==> src/ufb_pkg.sv <==
// constants, offsets and field layout of the uart fifo/irq/baud core
package ufb_pkg;
  localparam int unsigned ADDR_W = 5;
  localparam logic [4:0] OFF_DATA    = 5'h00;
  localparam logic [4:0] OFF_IER     = 5'h04;
  localparam logic [4:0] OFF_IDENT   = 5'h08;
  localparam logic [4:0] OFF_SCRATCH = 5'h1C;
  localparam int unsigned FC_FIFO_EN = 0;
  localparam int unsigned FC_RX_RST  = 1;
  localparam int unsigned FC_TX_RST  = 2;
  localparam int unsigned FC_DMA     = 3;
  localparam int unsigned FC_TRIG    = 6;
  localparam int unsigned IE_RX = 0;
  localparam int unsigned IE_TX = 1;
  localparam int unsigned IE_LS = 2;
  localparam int unsigned IE_HS = 3;
  localparam logic [3:0] ID_NONE = 4'h1;
  localparam logic [3:0] ID_RLS  = 4'h6;
  localparam logic [3:0] ID_RDA  = 4'h4;
  localparam logic [3:0] ID_TOUT = 4'hC;
  localparam logic [3:0] ID_THRE = 4'h2;
  localparam logic [3:0] ID_MSR  = 4'h0;
  localparam logic [7:0]  IER_RST = 8'h00;
  localparam logic [7:0]  SCR_RST = 8'h00;
  localparam logic [15:0] DIV_RST = 16'h0001;
  localparam logic [4:0] TRIG_L0 = 5'h01;
  localparam logic [4:0] TRIG_L1 = 5'h04;
  localparam logic [4:0] TRIG_L2 = 5'h08;
  localparam logic [4:0] TRIG_L3 = 5'h0E;
  localparam logic [1:0] RESP_OKAY   = 2'h0;
  localparam logic [1:0] RESP_SLVERR = 2'h2;
  // reference from which the normal-mode base rate is cut
  localparam int unsigned REF_HZ       = 24_000_000;
  localparam int unsigned NORM_HZ_D100 = 18461;
  localparam int unsigned PRE_DIV_INT  = (REF_HZ / 100) / NORM_HZ_D100;
  localparam logic [3:0]  PRE_DIV      = PRE_DIV_INT[3:0];
  localparam int unsigned TOUT_CHARS    = 4;
  localparam int unsigned BITS_PER_CHAR = 10;
  localparam int unsigned TICKS_PER_BIT = 16;
  localparam int unsigned TOUT_INT      = TOUT_CHARS * BITS_PER_CHAR * TICKS_PER_BIT;
  localparam logic [9:0]  TOUT_TICKS    = TOUT_INT[9:0];
endpackage

==> src/ufb_baud_if.sv <==
// link between register logic and the baud rate generator
`timescale 1ns/1ps
`default_nettype none
interface ufb_baud_if;
  logic [15:0] divisor;
  logic        high_speed;
  logic        reload;
  logic        tick16;
  modport ctrl (output divisor, output high_speed, output reload, input tick16);
  modport gen  (input divisor, input high_speed, input reload, output tick16);
endinterface
`default_nettype wire

==> src/ufb_baud_gen.sv <==
// programmable baud generator producing the 16x tick
`timescale 1ns/1ps
`default_nettype none
module ufb_baud_gen (
  input  wire logic aclk,
  input  wire logic aresetn,
  ufb_baud_if.gen   bif
);
  import ufb_pkg::*;
  logic [3:0]  pre_r;
  logic [15:0] cnt_r;
  logic        tick_r;
  logic        step;
  logic [15:0] div_eff;

  // a zero divisor is taken as one rather than stalling the line
  assign div_eff = (bif.divisor == 16'h0000) ? 16'h0001 : bif.divisor;
  assign step    = bif.high_speed || (pre_r == PRE_DIV - 4'h1);
  assign bif.tick16 = tick_r;

  always_ff @(posedge aclk)
  begin
    if (!aresetn)
    begin
      pre_r  <= 4'h0;
      cnt_r  <= 16'h0001;
      tick_r <= 1'b0;
    end
    else if (bif.reload)
    begin
      pre_r  <= 4'h0;
      cnt_r  <= div_eff;
      tick_r <= 1'b0;
    end
    else
    begin
      pre_r  <= step ? 4'h0 : pre_r + 4'h1;
      tick_r <= step && (cnt_r <= 16'h0001);
      if (step)
      begin
        cnt_r <= (cnt_r <= 16'h0001) ? div_eff : cnt_r - 16'h0001;
      end
    end
  end
endmodule
`default_nettype wire

==> src/ufb_core.sv <==
// uart fifo control, interrupt identification, enables, divisor and scratch
//
// Added by the designer: the register offsets and register access over AXI4-Lite.
`timescale 1ns/1ps
`default_nettype none
module ufb_core (
  input  wire logic                       aclk,
  input  wire logic                       aresetn,
  input  wire logic                       s_axi_awvalid,
  output logic                            s_axi_awready,
  input  wire logic [ufb_pkg::ADDR_W-1:0] s_axi_awaddr,
  input  wire logic                       s_axi_wvalid,
  output logic                            s_axi_wready,
  input  wire logic [31:0]                s_axi_wdata,
  input  wire logic [3:0]                 s_axi_wstrb,
  output logic                            s_axi_bvalid,
  input  wire logic                       s_axi_bready,
  output logic [1:0]                      s_axi_bresp,
  input  wire logic                       s_axi_arvalid,
  output logic                            s_axi_arready,
  input  wire logic [ufb_pkg::ADDR_W-1:0] s_axi_araddr,
  output logic                            s_axi_rvalid,
  input  wire logic                       s_axi_rready,
  output logic [31:0]                     s_axi_rdata,
  output logic [1:0]                      s_axi_rresp,
  input  wire logic                       divisor_access,
  input  wire logic                       high_speed,
  input  wire logic                       line_err,
  input  wire logic [4:0]                 rx_count,
  input  wire logic                       rx_push,
  input  wire logic                       rx_read,
  input  wire logic                       tx_empty,
  input  wire logic                       tx_write,
  input  wire logic                       modem_change,
  output logic                            fifo_mode,
  output logic                            dma_mode1,
  output logic [1:0]                      rx_trig_sel,
  output logic                            tx_fifo_rst,
  output logic                            rx_fifo_rst,
  output logic                            baud_tick16,
  output logic                            irq_out
);
  import ufb_pkg::*;

  ufb_baud_if bif ();

  logic        awready_r;
  logic        aw_held_r;
  logic [4:0]  awaddr_r;
  logic        wready_r;
  logic        w_held_r;
  logic [7:0]  wdata_r;
  logic        wstrb0_r;
  logic        bvalid_r;
  logic [1:0]  bresp_r;
  logic        arready_r;
  logic        rvalid_r;
  logic [31:0] rdata_r;
  logic [1:0]  rresp_r;
  logic        fifo_en_r;
  logic        dma_sel_r;
  logic [1:0]  trig_r;
  logic        tx_rst_r;
  logic        rx_rst_r;
  logic [7:0]  ier_r;
  logic [15:0] div_r;
  logic        reload_r;
  logic [7:0]  scr_r;
  logic        thre_r;
  logic        tx_empty_d_r;
  logic [9:0]  tout_cnt_r;
  logic        irq_r;
  logic        tick_r;
  logic        rd_ident_r;
  logic        rd_ier_r;

  logic        do_wr;
  logic        wr_ok;
  logic        ar_hs;
  logic [7:0]  rd_val;
  logic        rd_err;
  logic [4:0]  trig_lvl;
  logic        tout_hit;
  logic        thre_set;
  logic        thre_clr;
  logic        src_rls;
  logic        src_rda;
  logic        src_tout;
  logic        src_thre;
  logic        src_ms;
  logic [3:0]  id_code;
  logic [7:0]  ident_val;

  assign s_axi_awready = awready_r;
  assign s_axi_wready  = wready_r;
  assign s_axi_bvalid  = bvalid_r;
  assign s_axi_bresp   = bresp_r;
  assign s_axi_arready = arready_r;
  assign s_axi_rvalid  = rvalid_r;
  assign s_axi_rdata   = rdata_r;
  assign s_axi_rresp   = rresp_r;
  assign fifo_mode     = fifo_en_r;
  assign dma_mode1     = dma_sel_r;
  assign rx_trig_sel   = trig_r;
  assign tx_fifo_rst   = tx_rst_r;
  assign rx_fifo_rst   = rx_rst_r;
  assign baud_tick16   = tick_r;
  assign irq_out       = irq_r;

  assign bif.divisor    = div_r;
  assign bif.high_speed = high_speed;
  assign bif.reload     = reload_r;

  ufb_baud_gen u_baud (
    .aclk    (aclk),
    .aresetn (aresetn),
    .bif     (bif.gen)
  );

  // write address and data may arrive in either order; both are held
  assign do_wr = aw_held_r && w_held_r && !bvalid_r;
  assign wr_ok = do_wr && wstrb0_r;
  assign ar_hs = s_axi_arvalid && arready_r;

  always_ff @(posedge aclk)
  begin
    if (!aresetn)
    begin
      awready_r <= 1'b1;
      aw_held_r <= 1'b0;
      awaddr_r  <= 5'h00;
    end
    else if (s_axi_awvalid && awready_r)
    begin
      awready_r <= 1'b0;
      aw_held_r <= 1'b1;
      awaddr_r  <= s_axi_awaddr;
    end
    else if (bvalid_r && s_axi_bready)
    begin
      awready_r <= 1'b1;
      aw_held_r <= 1'b0;
    end
  end

  always_ff @(posedge aclk)
  begin
    if (!aresetn)
    begin
      wready_r <= 1'b1;
      w_held_r <= 1'b0;
      wdata_r  <= 8'h00;
      wstrb0_r <= 1'b0;
    end
    else if (s_axi_wvalid && wready_r)
    begin
      wready_r <= 1'b0;
      w_held_r <= 1'b1;
      wdata_r  <= s_axi_wdata[7:0];
      wstrb0_r <= s_axi_wstrb[0];
    end
    else if (bvalid_r && s_axi_bready)
    begin
      wready_r <= 1'b1;
      w_held_r <= 1'b0;
    end
  end

  always_ff @(posedge aclk)
  begin
    if (!aresetn)
    begin
      bvalid_r <= 1'b0;
      bresp_r  <= RESP_OKAY;
    end
    else if (do_wr)
    begin
      bvalid_r <= 1'b1;
      case (awaddr_r)
        OFF_DATA, OFF_IER, OFF_IDENT, OFF_SCRATCH: bresp_r <= RESP_OKAY;
        default:                                   bresp_r <= RESP_SLVERR;
      endcase
    end
    else if (s_axi_bready)
    begin
      bvalid_r <= 1'b0;
    end
  end

  // fifo control: other bits only take effect while enable is written as 1
  always_ff @(posedge aclk)
  begin
    if (!aresetn)
    begin
      fifo_en_r <= 1'b0;
      dma_sel_r <= 1'b0;
      trig_r    <= 2'h0;
      tx_rst_r  <= 1'b0;
      rx_rst_r  <= 1'b0;
    end
    else if (wr_ok && awaddr_r == OFF_IDENT)
    begin
      fifo_en_r <= wdata_r[FC_FIFO_EN];
      dma_sel_r <= wdata_r[FC_FIFO_EN] && wdata_r[FC_DMA];
      trig_r    <= wdata_r[FC_FIFO_EN] ? wdata_r[FC_TRIG +: 2] : trig_r;
      // a change of mode also flushes both fifos
      tx_rst_r  <= (wdata_r[FC_FIFO_EN] && wdata_r[FC_TX_RST])
                   || (wdata_r[FC_FIFO_EN] != fifo_en_r);
      rx_rst_r  <= (wdata_r[FC_FIFO_EN] && wdata_r[FC_RX_RST])
                   || (wdata_r[FC_FIFO_EN] != fifo_en_r);
    end
    else
    begin
      tx_rst_r <= 1'b0;
      rx_rst_r <= 1'b0;
    end
  end

  always_ff @(posedge aclk)
  begin
    if (!aresetn)
    begin
      ier_r    <= IER_RST;
      div_r    <= DIV_RST;
      scr_r    <= SCR_RST;
      reload_r <= 1'b0;
    end
    else
    begin
      reload_r <= 1'b0;
      if (wr_ok && awaddr_r == OFF_DATA && divisor_access)
      begin
        div_r[7:0] <= wdata_r;
        reload_r   <= 1'b1;
      end
      if (wr_ok && awaddr_r == OFF_IER && divisor_access)
      begin
        div_r[15:8] <= wdata_r;
        reload_r    <= 1'b1;
      end
      if (wr_ok && awaddr_r == OFF_IER && !divisor_access)
      begin
        ier_r <= {4'h0, wdata_r[3:0]};
      end
      if (wr_ok && awaddr_r == OFF_SCRATCH)
      begin
        scr_r <= wdata_r;
      end
    end
  end

  always_comb
  begin
    case (trig_r)
      2'h0:    trig_lvl = TRIG_L0;
      2'h1:    trig_lvl = TRIG_L1;
      2'h2:    trig_lvl = TRIG_L2;
      default: trig_lvl = TRIG_L3;
    endcase
  end

  // idle timer restarts on any rx fifo access; counts 16x ticks while data waits
  always_ff @(posedge aclk)
  begin
    if (!aresetn)
    begin
      tout_cnt_r <= 10'h000;
    end
    else if (!fifo_en_r || rx_count == 5'h00 || rx_push || rx_read || rx_rst_r)
    begin
      tout_cnt_r <= 10'h000;
    end
    else if (tick_r && tout_cnt_r != TOUT_TICKS)
    begin
      tout_cnt_r <= tout_cnt_r + 10'h001;
    end
  end
  assign tout_hit = (tout_cnt_r == TOUT_TICKS);

  assign src_rls  = ier_r[IE_LS] && line_err;
  assign src_rda  = ier_r[IE_RX]
                    && (fifo_en_r ? (rx_count >= trig_lvl) : (rx_count != 5'h00));
  assign src_tout = ier_r[IE_RX] && fifo_en_r && tout_hit;
  assign src_thre = ier_r[IE_TX] && thre_r;
  assign src_ms   = ier_r[IE_HS] && modem_change;

  always_comb
  begin
    if (src_rls)
      id_code = ID_RLS;
    else if (src_rda)
      id_code = ID_RDA;
    else if (src_tout)
      id_code = ID_TOUT;
    else if (src_thre)
      id_code = ID_THRE;
    else if (src_ms)
      id_code = ID_MSR;
    else
      id_code = ID_NONE;
  end
  assign ident_val = {fifo_en_r, fifo_en_r, 2'h0, id_code};

  // tx empty is sticky; a new empty edge beats a clear in the same cycle
  assign thre_set = tx_empty && !tx_empty_d_r;
  assign thre_clr = tx_write || (ar_hs && s_axi_araddr == OFF_IDENT && id_code == ID_THRE);
  always_ff @(posedge aclk)
  begin
    if (!aresetn)
    begin
      thre_r       <= 1'b0;
      tx_empty_d_r <= 1'b0;
    end
    else
    begin
      tx_empty_d_r <= tx_empty;
      thre_r       <= thre_set || (thre_r && !thre_clr);
    end
  end

  always_ff @(posedge aclk)
  begin
    if (!aresetn)
    begin
      irq_r  <= 1'b0;
      tick_r <= 1'b0;
    end
    else
    begin
      irq_r  <= (id_code != ID_NONE);
      tick_r <= bif.tick16;
    end
  end

  always_comb
  begin
    rd_val = 8'h00;
    rd_err = 1'b0;
    case (s_axi_araddr)
      OFF_DATA:    rd_val = divisor_access ? div_r[7:0] : 8'h00;
      OFF_IER:     rd_val = divisor_access ? div_r[15:8] : ier_r;
      OFF_IDENT:   rd_val = ident_val;
      OFF_SCRATCH: rd_val = scr_r;
      default:     rd_err = 1'b1;
    endcase
  end

  always_ff @(posedge aclk)
  begin
    if (!aresetn)
    begin
      arready_r  <= 1'b1;
      rvalid_r   <= 1'b0;
      rdata_r    <= 32'h0000_0000;
      rresp_r    <= RESP_OKAY;
      rd_ident_r <= 1'b0;
      rd_ier_r   <= 1'b0;
    end
    else if (ar_hs)
    begin
      arready_r  <= 1'b0;
      rvalid_r   <= 1'b1;
      rdata_r    <= {24'h000000, rd_val};
      rresp_r    <= rd_err ? RESP_SLVERR : RESP_OKAY;
      rd_ident_r <= (s_axi_araddr == OFF_IDENT);
      rd_ier_r   <= (s_axi_araddr == OFF_IER) && !divisor_access;
    end
    else if (rvalid_r && s_axi_rready)
    begin
      arready_r <= 1'b1;
      rvalid_r  <= 1'b0;
    end
  end
endmodule
`default_nettype wire

==> config.mk <==
export PLATFORM = sky130hd
export DESIGN_NAME = ufb_core
export DESIGN_NICKNAME = d
export VERILOG_FILES = /design/src/ufb_pkg.sv /design/src/ufb_baud_if.sv /design/src/ufb_baud_gen.sv /design/src/ufb_core.sv
export SDC_FILE = /design/constraint.sdc
export NUM_CORES = 1
export LEC_CHECK = 0
export ABC_AREA = 1
export BUFFER_PORTS_ARGS = -buffer_cell sky130_fd_sc_hd__buf_2
export CAP_MARGIN = 10
export CELL_PAD_IN_SITES_DETAIL_PLACEMENT = 1
export CELL_PAD_IN_SITES_GLOBAL_PLACEMENT = 1
export CORE_MARGIN = 3
export CORE_UTILIZATION = 39
export CTS_BUF_LIST = sky130_fd_sc_hd__clkbuf_16
export CTS_CLUSTER_DIAMETER = 60
export CTS_CLUSTER_SIZE = 12
export DETAILED_ROUTE_END_ITERATION = 6
export PLACE_DENSITY = 0.87
export SLEW_MARGIN = 25
export SYNTH_ARGS = -nofsm -noshare
export SYNTH_HDL_FRONTEND = slang
export SYNTH_HIERARCHICAL = 1
export SYNTH_SLANG_ARGS = --single-unit
==> constraint.sdc <==
create_clock -name aclk -period 1.9 [get_ports aclk]
set_clock_uncertainty 0.15 [all_clocks]
set_input_delay 0.095 -clock aclk [delete_from_list [all_inputs] [get_ports aclk]]
set_output_delay 0.095 -clock aclk [all_outputs]
set_load 0.005 [all_outputs]
==> impl_metrics.json, run 1 <==
{
  "fillers": 1684,
  "grt_first_pass_wirelength_um": 25500,
  "final_util_pct": 48.8,
  "setup-tns-final_ps": 0,
  "drtAntennaViolNets": 0,
  "crit_slowest_cell": "dfxtp_4",
  "fp.dieW_um": 121,
  "timing.fmax_mhz": 546,
  "ys_seq_area_share_pct": 38.9,
  "hold_depth": 5,
  "vias": 5169,
  "synth-edff-count": 0,
  "clk_pin_slew_worst_paths_ps": 70,
  "worst_setup_path_start_kind": "flop",
  "grt_overflow": 0,
  "p_leak_nw": 2.78,
  "power_density_mw_per_mm2": 775,
  "antenna_found_initial": 0,
  "h-tree-depth": 3,
  "pin_count": 115,
  "crit_top_cell": "nand2_1",
  "cp_cell_sequence": "inv_2 -> ha_4 -> nand2_1 -> inv_1 -> o21ai_1 -> nand3_1 -> nand2_2 -> nand2_1 -> nand2_1 -> nand2_2 -> o21ai_2 -> o21ai_1",
  "max-vdd-ir-drop_uv": 450,
  "synth_seq_cells": 101,
  "synth_area_leaders": "dfxtp_1 (39%), nand2_1 (10%), o21ai_0 (7.4%)",
  "ys_types": 47,
  "tritoncts": "done",
  "cts_num_sinks": 101,
  "required_ps": 1980,
  "synthArstFlopShare_pct": 0,
  "io_buffers": 61,
  "grt_max_degree": 61,
  "syn_to_final_growth_pct": 20.5,
  "period_needed_ps": 1830,
  "clockBufferDepth": 2,
  "synth_flop_cell": "dfxtp_1",
  "drv_cap": 0,
  "slowest_delay_ps": 350,
  "cp.arrival_ps": 1910,
  "clockRootBuffer": "clkbuf_16",
  "hold_violations": 0,
  "hold_path.class": "input pin to flop",
  "post-dp-hpwl_um": 11200,
  "holdPathEnd": "tout_cnt_r[6]$_SDFFE_PP0P_",
  "grt_pass1_vias": 5308,
  "rrSetupSlack_ps": 70,
  "worst-path-max-fanout": 5,
  "reg2reg_depth": 12,
  "cp-end-kind": "flop",
  "slew_violations": 0,
  "place_congestion": 0.842,
  "synth_top_cell_by_area": "dfxtp_1",
  "period_share_pct": 96.4,
  "cts_made_buffers": 9,
  "clk_latency_ps": 360,
  "synth_area_mm2": 0.00520,
  "start_util_pct": 40.5,
  "r2r_end": "thre_r$_SDFF_PN0_",
  "yosys.area.top_type_share_pct": 38.9,
  "core.rowCount": 41,
  "wirelength_um": 15800,
  "min-delay-start": "rx_push",
  "ys_warn_count": 6,
  "setup_viol_count_final": 0,
  "fin_nets": 908,
  "grt_usage_pct": 21.6,
  "dieArea_mm2": 0.0147,
  "first_pass_iters": 4,
  "syn_inst": 741,
  "via_per_inst": 5.12,
  "drive_above_1_share_pct": 18.1,
  "wl_per_cell_um": 15.7,
  "worstSetupPathType": "flop to flop",
  "outcome": "finished clean",
  "drt_iter0_drc": 312,
  "grt_setup_unrepaired": "yes",
  "syn_area_per_cell_um2": 7.01,
  "die_y_um": 121,
  "core_mm2": 0.0128,
  "r2r_start": "rx_trig_sel[0]$_SDFFE_PN0P_",
  "drc_errors": 0
}
-- synth_stat cells, types with 8 or more instances --
| cell type | n |
|---|---|
| a21oi_1 | 70 |
| buf_4 | 26 |
| clkbuf_1 | 10 |
| dfxtp_1 | 101 |
| ha_1 | 10 |
| inv_1 | 83 |
| nand2_1 | 139 |
| nand3_1 | 42 |
| nand4_1 | 11 |
| nor2_1 | 93 |
| nor2_2 | 8 |
| o21ai_0 | 77 |
-- layer usage --
layer | global-route usage, % | up-vias | share of wire, %
met5 | 0 | - | 0
met4 | 6.51 | 0 | 1.6
met3 | 4.62 | 22 | 5.1
met2 | 37.0 | 127 | 50
met1 | 27.2 | 2493 | 44
li1 | - | 2527 | -
-- layout make-up --
class	instances	area, um2	share of cell area [%]
multi-input combinational	531	2730	43.6
sequential	101	2030	32.5
timing repair buffer	99	653	10.4
inverter	90	340	5.44
clock buffer	9	225	3.60
tap	172	215	3.44
clock inverter	6	63.8	1.02
antenna	1	2.50	0.0400
-- worst max-delay path, delay by kind of cell (launching register included) --
kind | cells | cell delay (ps)
adder cells (fa/ha/maj) | 1 | 200
AO/OA/AOI/OAI | 3 | 360
buffers and inverters | 2 | 130
flip-flops | 1 | 350
AND/OR/NAND/NOR | 6 | 510
-- worst max path at each step --
stage	from	end	depth (start not counted)	slack, ps
global route	rx_trig_sel[0]$_SDFFE_PN0P_	thre_r$_SDFF_PN0_	12	-60
finish	rx_trig_sel[0]$_SDFFE_PN0P_	thre_r$_SDFF_PN0_	12	70
detailed placement	rx_trig_sel[0]$_SDFFE_PN0P_	thre_r$_SDFF_PN0_	12	-30
global placement	rx_trig_sel[0]$_SDFFE_PN0P_	thre_r$_SDFF_PN0_	12	50
CTS	u_baud/cnt_r[0]$_SDFFE_PN1P_	u_baud/cnt_r[1]$_SDFFE_PN0P_	10	30
floorplan	rx_trig_sel[0]$_SDFFE_PN0P_	thre_r$_SDFF_PN0_	12	170
-- flip-flops by register name, indices dropped and copies added, names as in the netlist, 2 cells and up --
| register | count |
|---|---|
| u_baud/cnt_r | 16 |
| scr_r | 8 |
| u_baud/pre_r | 4 |
| s_axi_rdata | 8 |
| ier_r | 4 |
| wdata_r | 8 |
| tout_cnt_r | 10 |
| rx_trig_sel | 2 |
| awaddr_r | 5 |
| bif.divisor | 16 |
-- stage by stage --
| stage | setup slack [ps] | std cells | cell area, um2 | total power, mW | hold slack (ps) |
|---|---|---|---|---|---|
| floorplan | 170 | 766 | 5290 | 2.81 | 51.6 |
| global placement | 45.7 | 971 | 5660 | 2.95 | 194 |
| detailed placement | -30.7 | 971 | 5660 | 2.98 | 201 |
| CTS | 25.6 | 1006 | 6150 | 4.86 | 8.00 |
| global route | -64.3 | 1008 | 6260 | 5.08 | 39.8 |
| finish | 67.7 | 1009 | 6260 | 4.85 | 15.3 |
-- report_power, final --
group,internal (mW),switching (mW),leakage (nW)
Clock,1.02,0.833,0.143
Sequential,2.20,0.0874,0.825
Combinational,0.268,0.450,1.81
Total,3.48,1.37,2.78
-- cell usage in the layout, fill, tap and decap left out, types with 3 or more instances in the layout --
cell type      instances
inv_1                 80
inv_2                 10
nand2_1              136
ha_1                   6
buf_2                 61
nor2_2                 8
dlygate4sd3_1         20
nand3_1               41
clkbuf_16              9
a21oi_1               69
nand4_1               11
nor2_4                 7
o21ai_0               73
dfxtp_2                3
nand3_2                4
buf_4                 17
a31oi_1                3
nand2_2                6
dfxtp_1               96
nor2_1                91
o21ai_1                7
xnor2_1                6
nor3_1                 3
conb_1                26
nand3b_1               3
-- cell families (layout without fill, tap and decap cells) --
logic type | count (synthesis) | after routing | share of synthesized area [%]
adder cells (fa/ha/maj) | 10 | 10 | 2.41
AO/OA/AOI/OAI | 165 | 165 | 16.9
flip-flops | 101 | 101 | 38.9
other | 1 | 27 | 0.0722
XOR/XNOR | 8 | 8 | 1.35
AND/OR/NAND/NOR | 321 | 322 | 28.2
buffers and inverters | 135 | 204 | 12.2
-- repair_timing --
item	4_1_cts	5_1_grt
endpoints found under the setup margin	3	22
pin swaps	0	9
resized for setup	2	30
hold endpoints to repair	27	0
hold buffers	20	0
setup buffers	0	1
cloned	0	1
No activity file was read; power rests on OpenSTA's default activity.
==> run 2, diff against run 1 <==
Settings changed: REMOVE_ABC_BUFFERS set to 1.
==> run 2 against run 1 <==
The run now ends with hold timing, setup timing left. Maximum frequency shrank 5.6%. Global-route usage shrank 0.70 points. Power grew 0.69%. Via count grew 1.2%. Count of clock-buffer cells in the layout is the same. Sequential share of layout area shrank 0.74 points. Utilization grew 1.1 points. Register-to-register slack lost 110 ps. Die area is the same. Clock power is essentially flat. Largest cell class unchanged.
==> impl_metrics.json, run 2 (synthesis gave the netlist of run 1 again) <==
{
  "vias": 5233,
  "min-delay-start": "modem_change",
  "slowest_delay_ps": 390,
  "core.rowCount": 41,
  "timing.final.ws_setup_ps": -41.9,
  "period_share_pct": 102,
  "power_density_mw_per_mm2": 762,
  "core_mm2": 0.0128,
  "cp_cell_sequence": "inv_2 -> ha_4 -> inv_2 -> nor2_4 -> nand4_1 -> nand3_1 -> nand2_2 -> nand2_1 -> nand2_1 -> nand2_2 -> nand2_2 -> nand2_2 -> a21oi_2",
  "slew_violations": 0,
  "startpoint": "rx_trig_sel[1]$_SDFFE_PN0P_",
  "max-vdd-ir-drop_uv": 483,
  "grt_usage_pct": 20.9,
  "place_congestion": 0.850,
  "post-dp-hpwl_um": 10800,
  "drtAntennaViolNets": 0,
  "tritoncts": "done",
  "wl_per_cell_um": 15.9,
  "cts_made_buffers": 9,
  "clk_pin_slew_worst_paths_ps": 80,
  "drt_iter0_drc": 370,
  "io_buffers": 61,
  "die_y_um": 121,
  "p_leak_nw": 2.85,
  "drc_errors": 0,
  "final_cell_mix": "nand2_1 (130), dfxtp_1 (96), nor2_1 (90)",
  "grt_setup_unrepaired": "yes",
  "clockBufferDepth": 2,
  "first_pass_iters": 5,
  "grt_max_degree": 61,
  "cts_num_sinks": 101,
  "hold_violations": 1,
  "hold_path.class": "input pin to flop",
  "register_area_mm2": 0.00203,
  "drv_cap": 0,
  "cp_num_buf_inv": 2,
  "grt_first_pass_wirelength_um": 24800,
  "dieArea_mm2": 0.0147,
  "cp-end-kind": "flop",
  "r2r_start": "rx_trig_sel[1]$_SDFFE_PN0P_",
  "fin_nets": 917,
  "outcome": "finished, violations left",
  "via_per_inst": 5.14,
  "drive_above_1_share_pct": 20.6,
  "setup_viol_count_final": 2,
  "clockRootBuffer": "clkbuf_16",
  "period_needed_ps": 1940,
  "place_inst": 971,
  "antennaDiodeCount": 0,
  "syn_to_final_growth_pct": 23.3,
  "placed_area_mm2": 0.00566,
  "wirelength_um": 16100,
  "grt_overflow": 0,
  "crit_slowest_cell": "dfxtp_4",
  "worst-path-max-fanout": 5,
  "final_cell_area_mm2": 0.00641,
  "antenna_found_initial": 0,
  "h-tree-depth": 3,
  "timing.fmax_mhz": 515,
  "fillers": 1662,
  "required_ps": 1990,
  "grt_pass1_vias": 5212,
  "pin_count": 115,
  "crit_top_cell": "nand2_2",
  "power.total_mw": 4.88,
  "cp.arrival_ps": 2040,
  "start_util_pct": 40.5,
  "fp.dieW_um": 121,
  "multi_input_area_mm2": 0.00280,
  "clk_latency_ps": 360,
  "worst_setup_path_start_kind": "flop",
  "hold-worst-slack_ps": -15.6,
  "final_util_pct": 50.0,
  "mostFrequentLayoutCell": "nand2_1",
  "worstSetupPathType": "flop to flop",
  "fin_cells": 1018,
  "violations": "hold timing, setup timing",
  "critPathTopFamily": "simple AND/OR/NAND/NOR gates"
}
run 2: stage by stage:
step	hold slack [ps]	TNS [ps]	setup WS, ps
global placement	170	0	51.4
detailed placement	189	-4.96	-4.96
global route	33.5	-564	-154
finish	-15.6	-76.2	-41.9
floorplan	13.9	0	170
CTS	0.627	0	11.5
run 2: worst paths after layout:
check | cells after the start | slack [ps] | endpoint
setup / recovery | 13 | -40 | s_axi_rdata[1]$_SDFFE_PN0P_
hold / removal | 5 | -20 | irq_out$_SDFF_PN0_
setup reg to reg | 13 | -40 | s_axi_rdata[1]$_SDFFE_PN0P_
hold reg to reg | 2 | 270 | baud_tick16$_SDFF_PN0_
run 2: layer usage:
metal	track usage, %	vias up	part of all wire (%)
li1	-	2554	-
met1	26.7	2534	45
met2	35.6	116	49
met3	2.52	29	3.8
met4	8.61	0	2.8
met5	0	-	0
run 2: what timing repair did:
action,4_1_cts,5_1_grt
setup buffers,0,7
endpoints found under the setup margin,3,23
gates cloned,0,2
hold buffers,22,0
hold endpoints to repair,30,0
pin swaps,0,16
resized for setup,2,50
run 2: worst min-delay path, stage by stage:
cell	delay [ps]
buf_2	90
nand2_1	60
nand2_1	90
o21ai_1	90
inv_1	50
run 2: power by group:
| group | switching (mW) | internal (mW) | total, mW | leakage (nW) |
|---|---|---|---|---|
| logic | 0.461 | 0.283 | 0.744 | 1.88 |
| clock network | 0.936 | 0.925 | 1.86 | 0.146 |
| registers | 0.0855 | 2.19 | 2.28 | 0.825 |
| total | 1.48 | 3.40 | 4.88 | 2.85 |
run 2: area by class of cell:
cell class / count / area share, %
repair buffers: 107 / 11.3
clock inverters: 7 / 1.05
clock buffers: 9 / 3.52
well taps: 172 / 3.36
inverters: 90 / 5.37
flip-flops and latches: 101 / 31.7
multi-input cells: 532 / 43.7
==> run 3, diff against run 2 <==
Settings changed: CELL_PAD_IN_SITES_GLOBAL_PLACEMENT 1 to 2, CORE_UTILIZATION 39 to 30, PLACE_DENSITY 0.87 to 0.86, SLEW_MARGIN 25 to unset.
==> run 3 against run 2 <==
Sequential share of layout area is 0.20 points higher. Worst hold slack improved by 44 ps. Flip-flop and latch count did not move. The flow now finishes without violations. Die area rose by 28%. Design area fell by 0.88%. Critical path depth fell by 3. Largest cell class unchanged. Final cell count increased by 4.6%. Via count fell by 6.2%.
==> impl_metrics.json, run 3 (synthesis gave the netlist of run 1 again) <==
{
  "outcome": "finished clean",
  "cp-end-kind": "flop",
  "drt_iter0_drc": 214,
  "antennaDiodeCount": 0,
  "clockBufferDepth": 2,
  "highest_layer": "met4",
  "grt_pass1_vias": 4911,
  "p_leak_nw": 2.81,
  "worst_setup_path_start_kind": "flop",
  "cts_setup_buffers": 0,
  "hold_path.class": "input pin to flop",
  "grt_overflow": 0,
  "final_cell_mix": "nand2_1 (134), dfxtp_1 (98), nor2_1 (92)",
  "clockRootBuffer": "clkbuf_16",
  "drive_above_1_share_pct": 18.2,
  "met3_length_um": 644,
  "required_ps": 2040,
  "grt_usage_pct": 16.3,
  "power_density_mw_per_mm2": 763,
  "mostFrequentLayoutCell": "nand2_1",
  "cts_num_sinks": 101,
  "antenna_found_initial": 0,
  "fp.dieW_um": 138,
  "wirelength_met1_um": 7340,
  "drtAntennaViolNets": 0,
  "start_util_pct": 31.0,
  "worstSetupPathType": "flop to flop",
  "post-dp-hpwl_um": 11200,
  "max-vdd-ir-drop_uv": 481,
  "hold-worst-slack_ps": 28.0,
  "cp.arrival_ps": 1910,
  "core.rowCount": 47,
  "place_congestion": 0.798,
  "fin_cells": 1065,
  "cts_made_buffers": 9,
  "wl_per_cell_um": 14.1,
  "tritoncts": "done",
  "period_share_pct": 93.0,
  "slew_violations": 0,
  "grt_max_degree": 32,
  "h-tree-depth": 3,
  "vias": 4907,
  "clk_latency_ps": 370,
  "met2_length_um": 6780,
  "syn_to_final_growth_pct": 22.2,
  "clk_pin_slew_worst_paths_ps": 70,
  "io_buffers": 61,
  "setup-tns-final_ps": 0,
  "die_y_um": 138,
  "hold_violations": 0,
  "grt_setup_unrepaired": "yes",
  "core_mm2": 0.0168,
  "drv_cap": 0,
  "via_per_inst": 4.61,
  "place_inst": 1027,
  "dieArea_mm2": 0.0189,
  "worst-path-max-fanout": 13,
  "pin_count": 115,
  "drc_errors": 0,
  "timing.fmax_mhz": 566,
  "grt_first_pass_wirelength_um": 24200,
  "power.total_mw": 4.85,
  "first_pass_iters": 4,
  "fin_nets": 916,
  "wirelength_um": 15000,
  "setup_viol_count_final": 0,
  "period_needed_ps": 1770
}
[run 3: cell types whose count changed in the layout (fill, tap and decap cells not counted), sizes merged]
cell	before	now
inv	92	96
clkinv	4	1
buf	84	86
clkbuf	10	9
clkinvlp	1	0
dlygate4sd3	22	21
nand2	146	145
[run 3: final timing paths]
path                                start                      endpoint  slack (ps)  depth (start not counted)
max          u_baud/cnt_r[1]$_SDFFE_PN0P_  u_baud/cnt_r[1]$_SDFFE_PN0P_         130                         10
min                              line_err            irq_out$_SDFF_PN0_          30                          5
max reg2reg  u_baud/cnt_r[1]$_SDFFE_PN0P_  u_baud/cnt_r[1]$_SDFFE_PN0P_         130                         10
min reg2reg       tx_empty_d_r$_SDFF_PN0_             thre_r$_SDFF_PN0_         270                          1
[run 3: power by group]
group / internal, mW / switching (mW)
registers: 2.20 / 0.0846
logic: 0.274 / 0.433
clock network: 0.926 / 0.934
total: 3.40 / 1.45
[run 3: metrics by stage]
step	utilization [%]	area, um2	worst slack [ps]
6_report	37.9	6350	133
5_1_grt	37.9	6350	-2.69
4_1_cts	37.4	6280	3.40
3_5_place_dp	34.5	5780	-20.4
3_3_place_gp	34.5	5780	7.68
2_1_floorplan	-	4990	170
[run 3: layout make-up]
type,count,area [um2]
Clock buffer,9,225
Tap cell,220,275
Inverter,90,340
Clock inverter,7,62.6
Fill cell,2174,10400
Multi-Input combinational cell,531,2700
Sequential cell,101,2030
Timing Repair Buffer,107,716
[run 3: worst max-delay path, stage by stage, from the launching register on]
cell,delay [ps]
dfxtp_1,330
inv_1,80
ha_1,200
inv_1,80
nand2_1,90
nand2_2,90
nor2_4,40
nand2_4,120
nand2_8,100
or2_2,280
a21oi_1,130
[run 3: layer usage]
metal | up-vias | GRT usage [%]
li1 | 2550 | -
met1 | 2262 | 21.4
met2 | 81 | 26.7
met3 | 14 | 3.58
met4 | 0 | 4.93
met5 | - | 0
[run 3: timing repair]
item	4_1_cts	5_1_grt
gates resized for setup	1	21
setup endpoints to repair	1	17
hold buffers	21	0
gates cloned	0	1
pin swaps	0	6
hold endpoints to repair	28	0
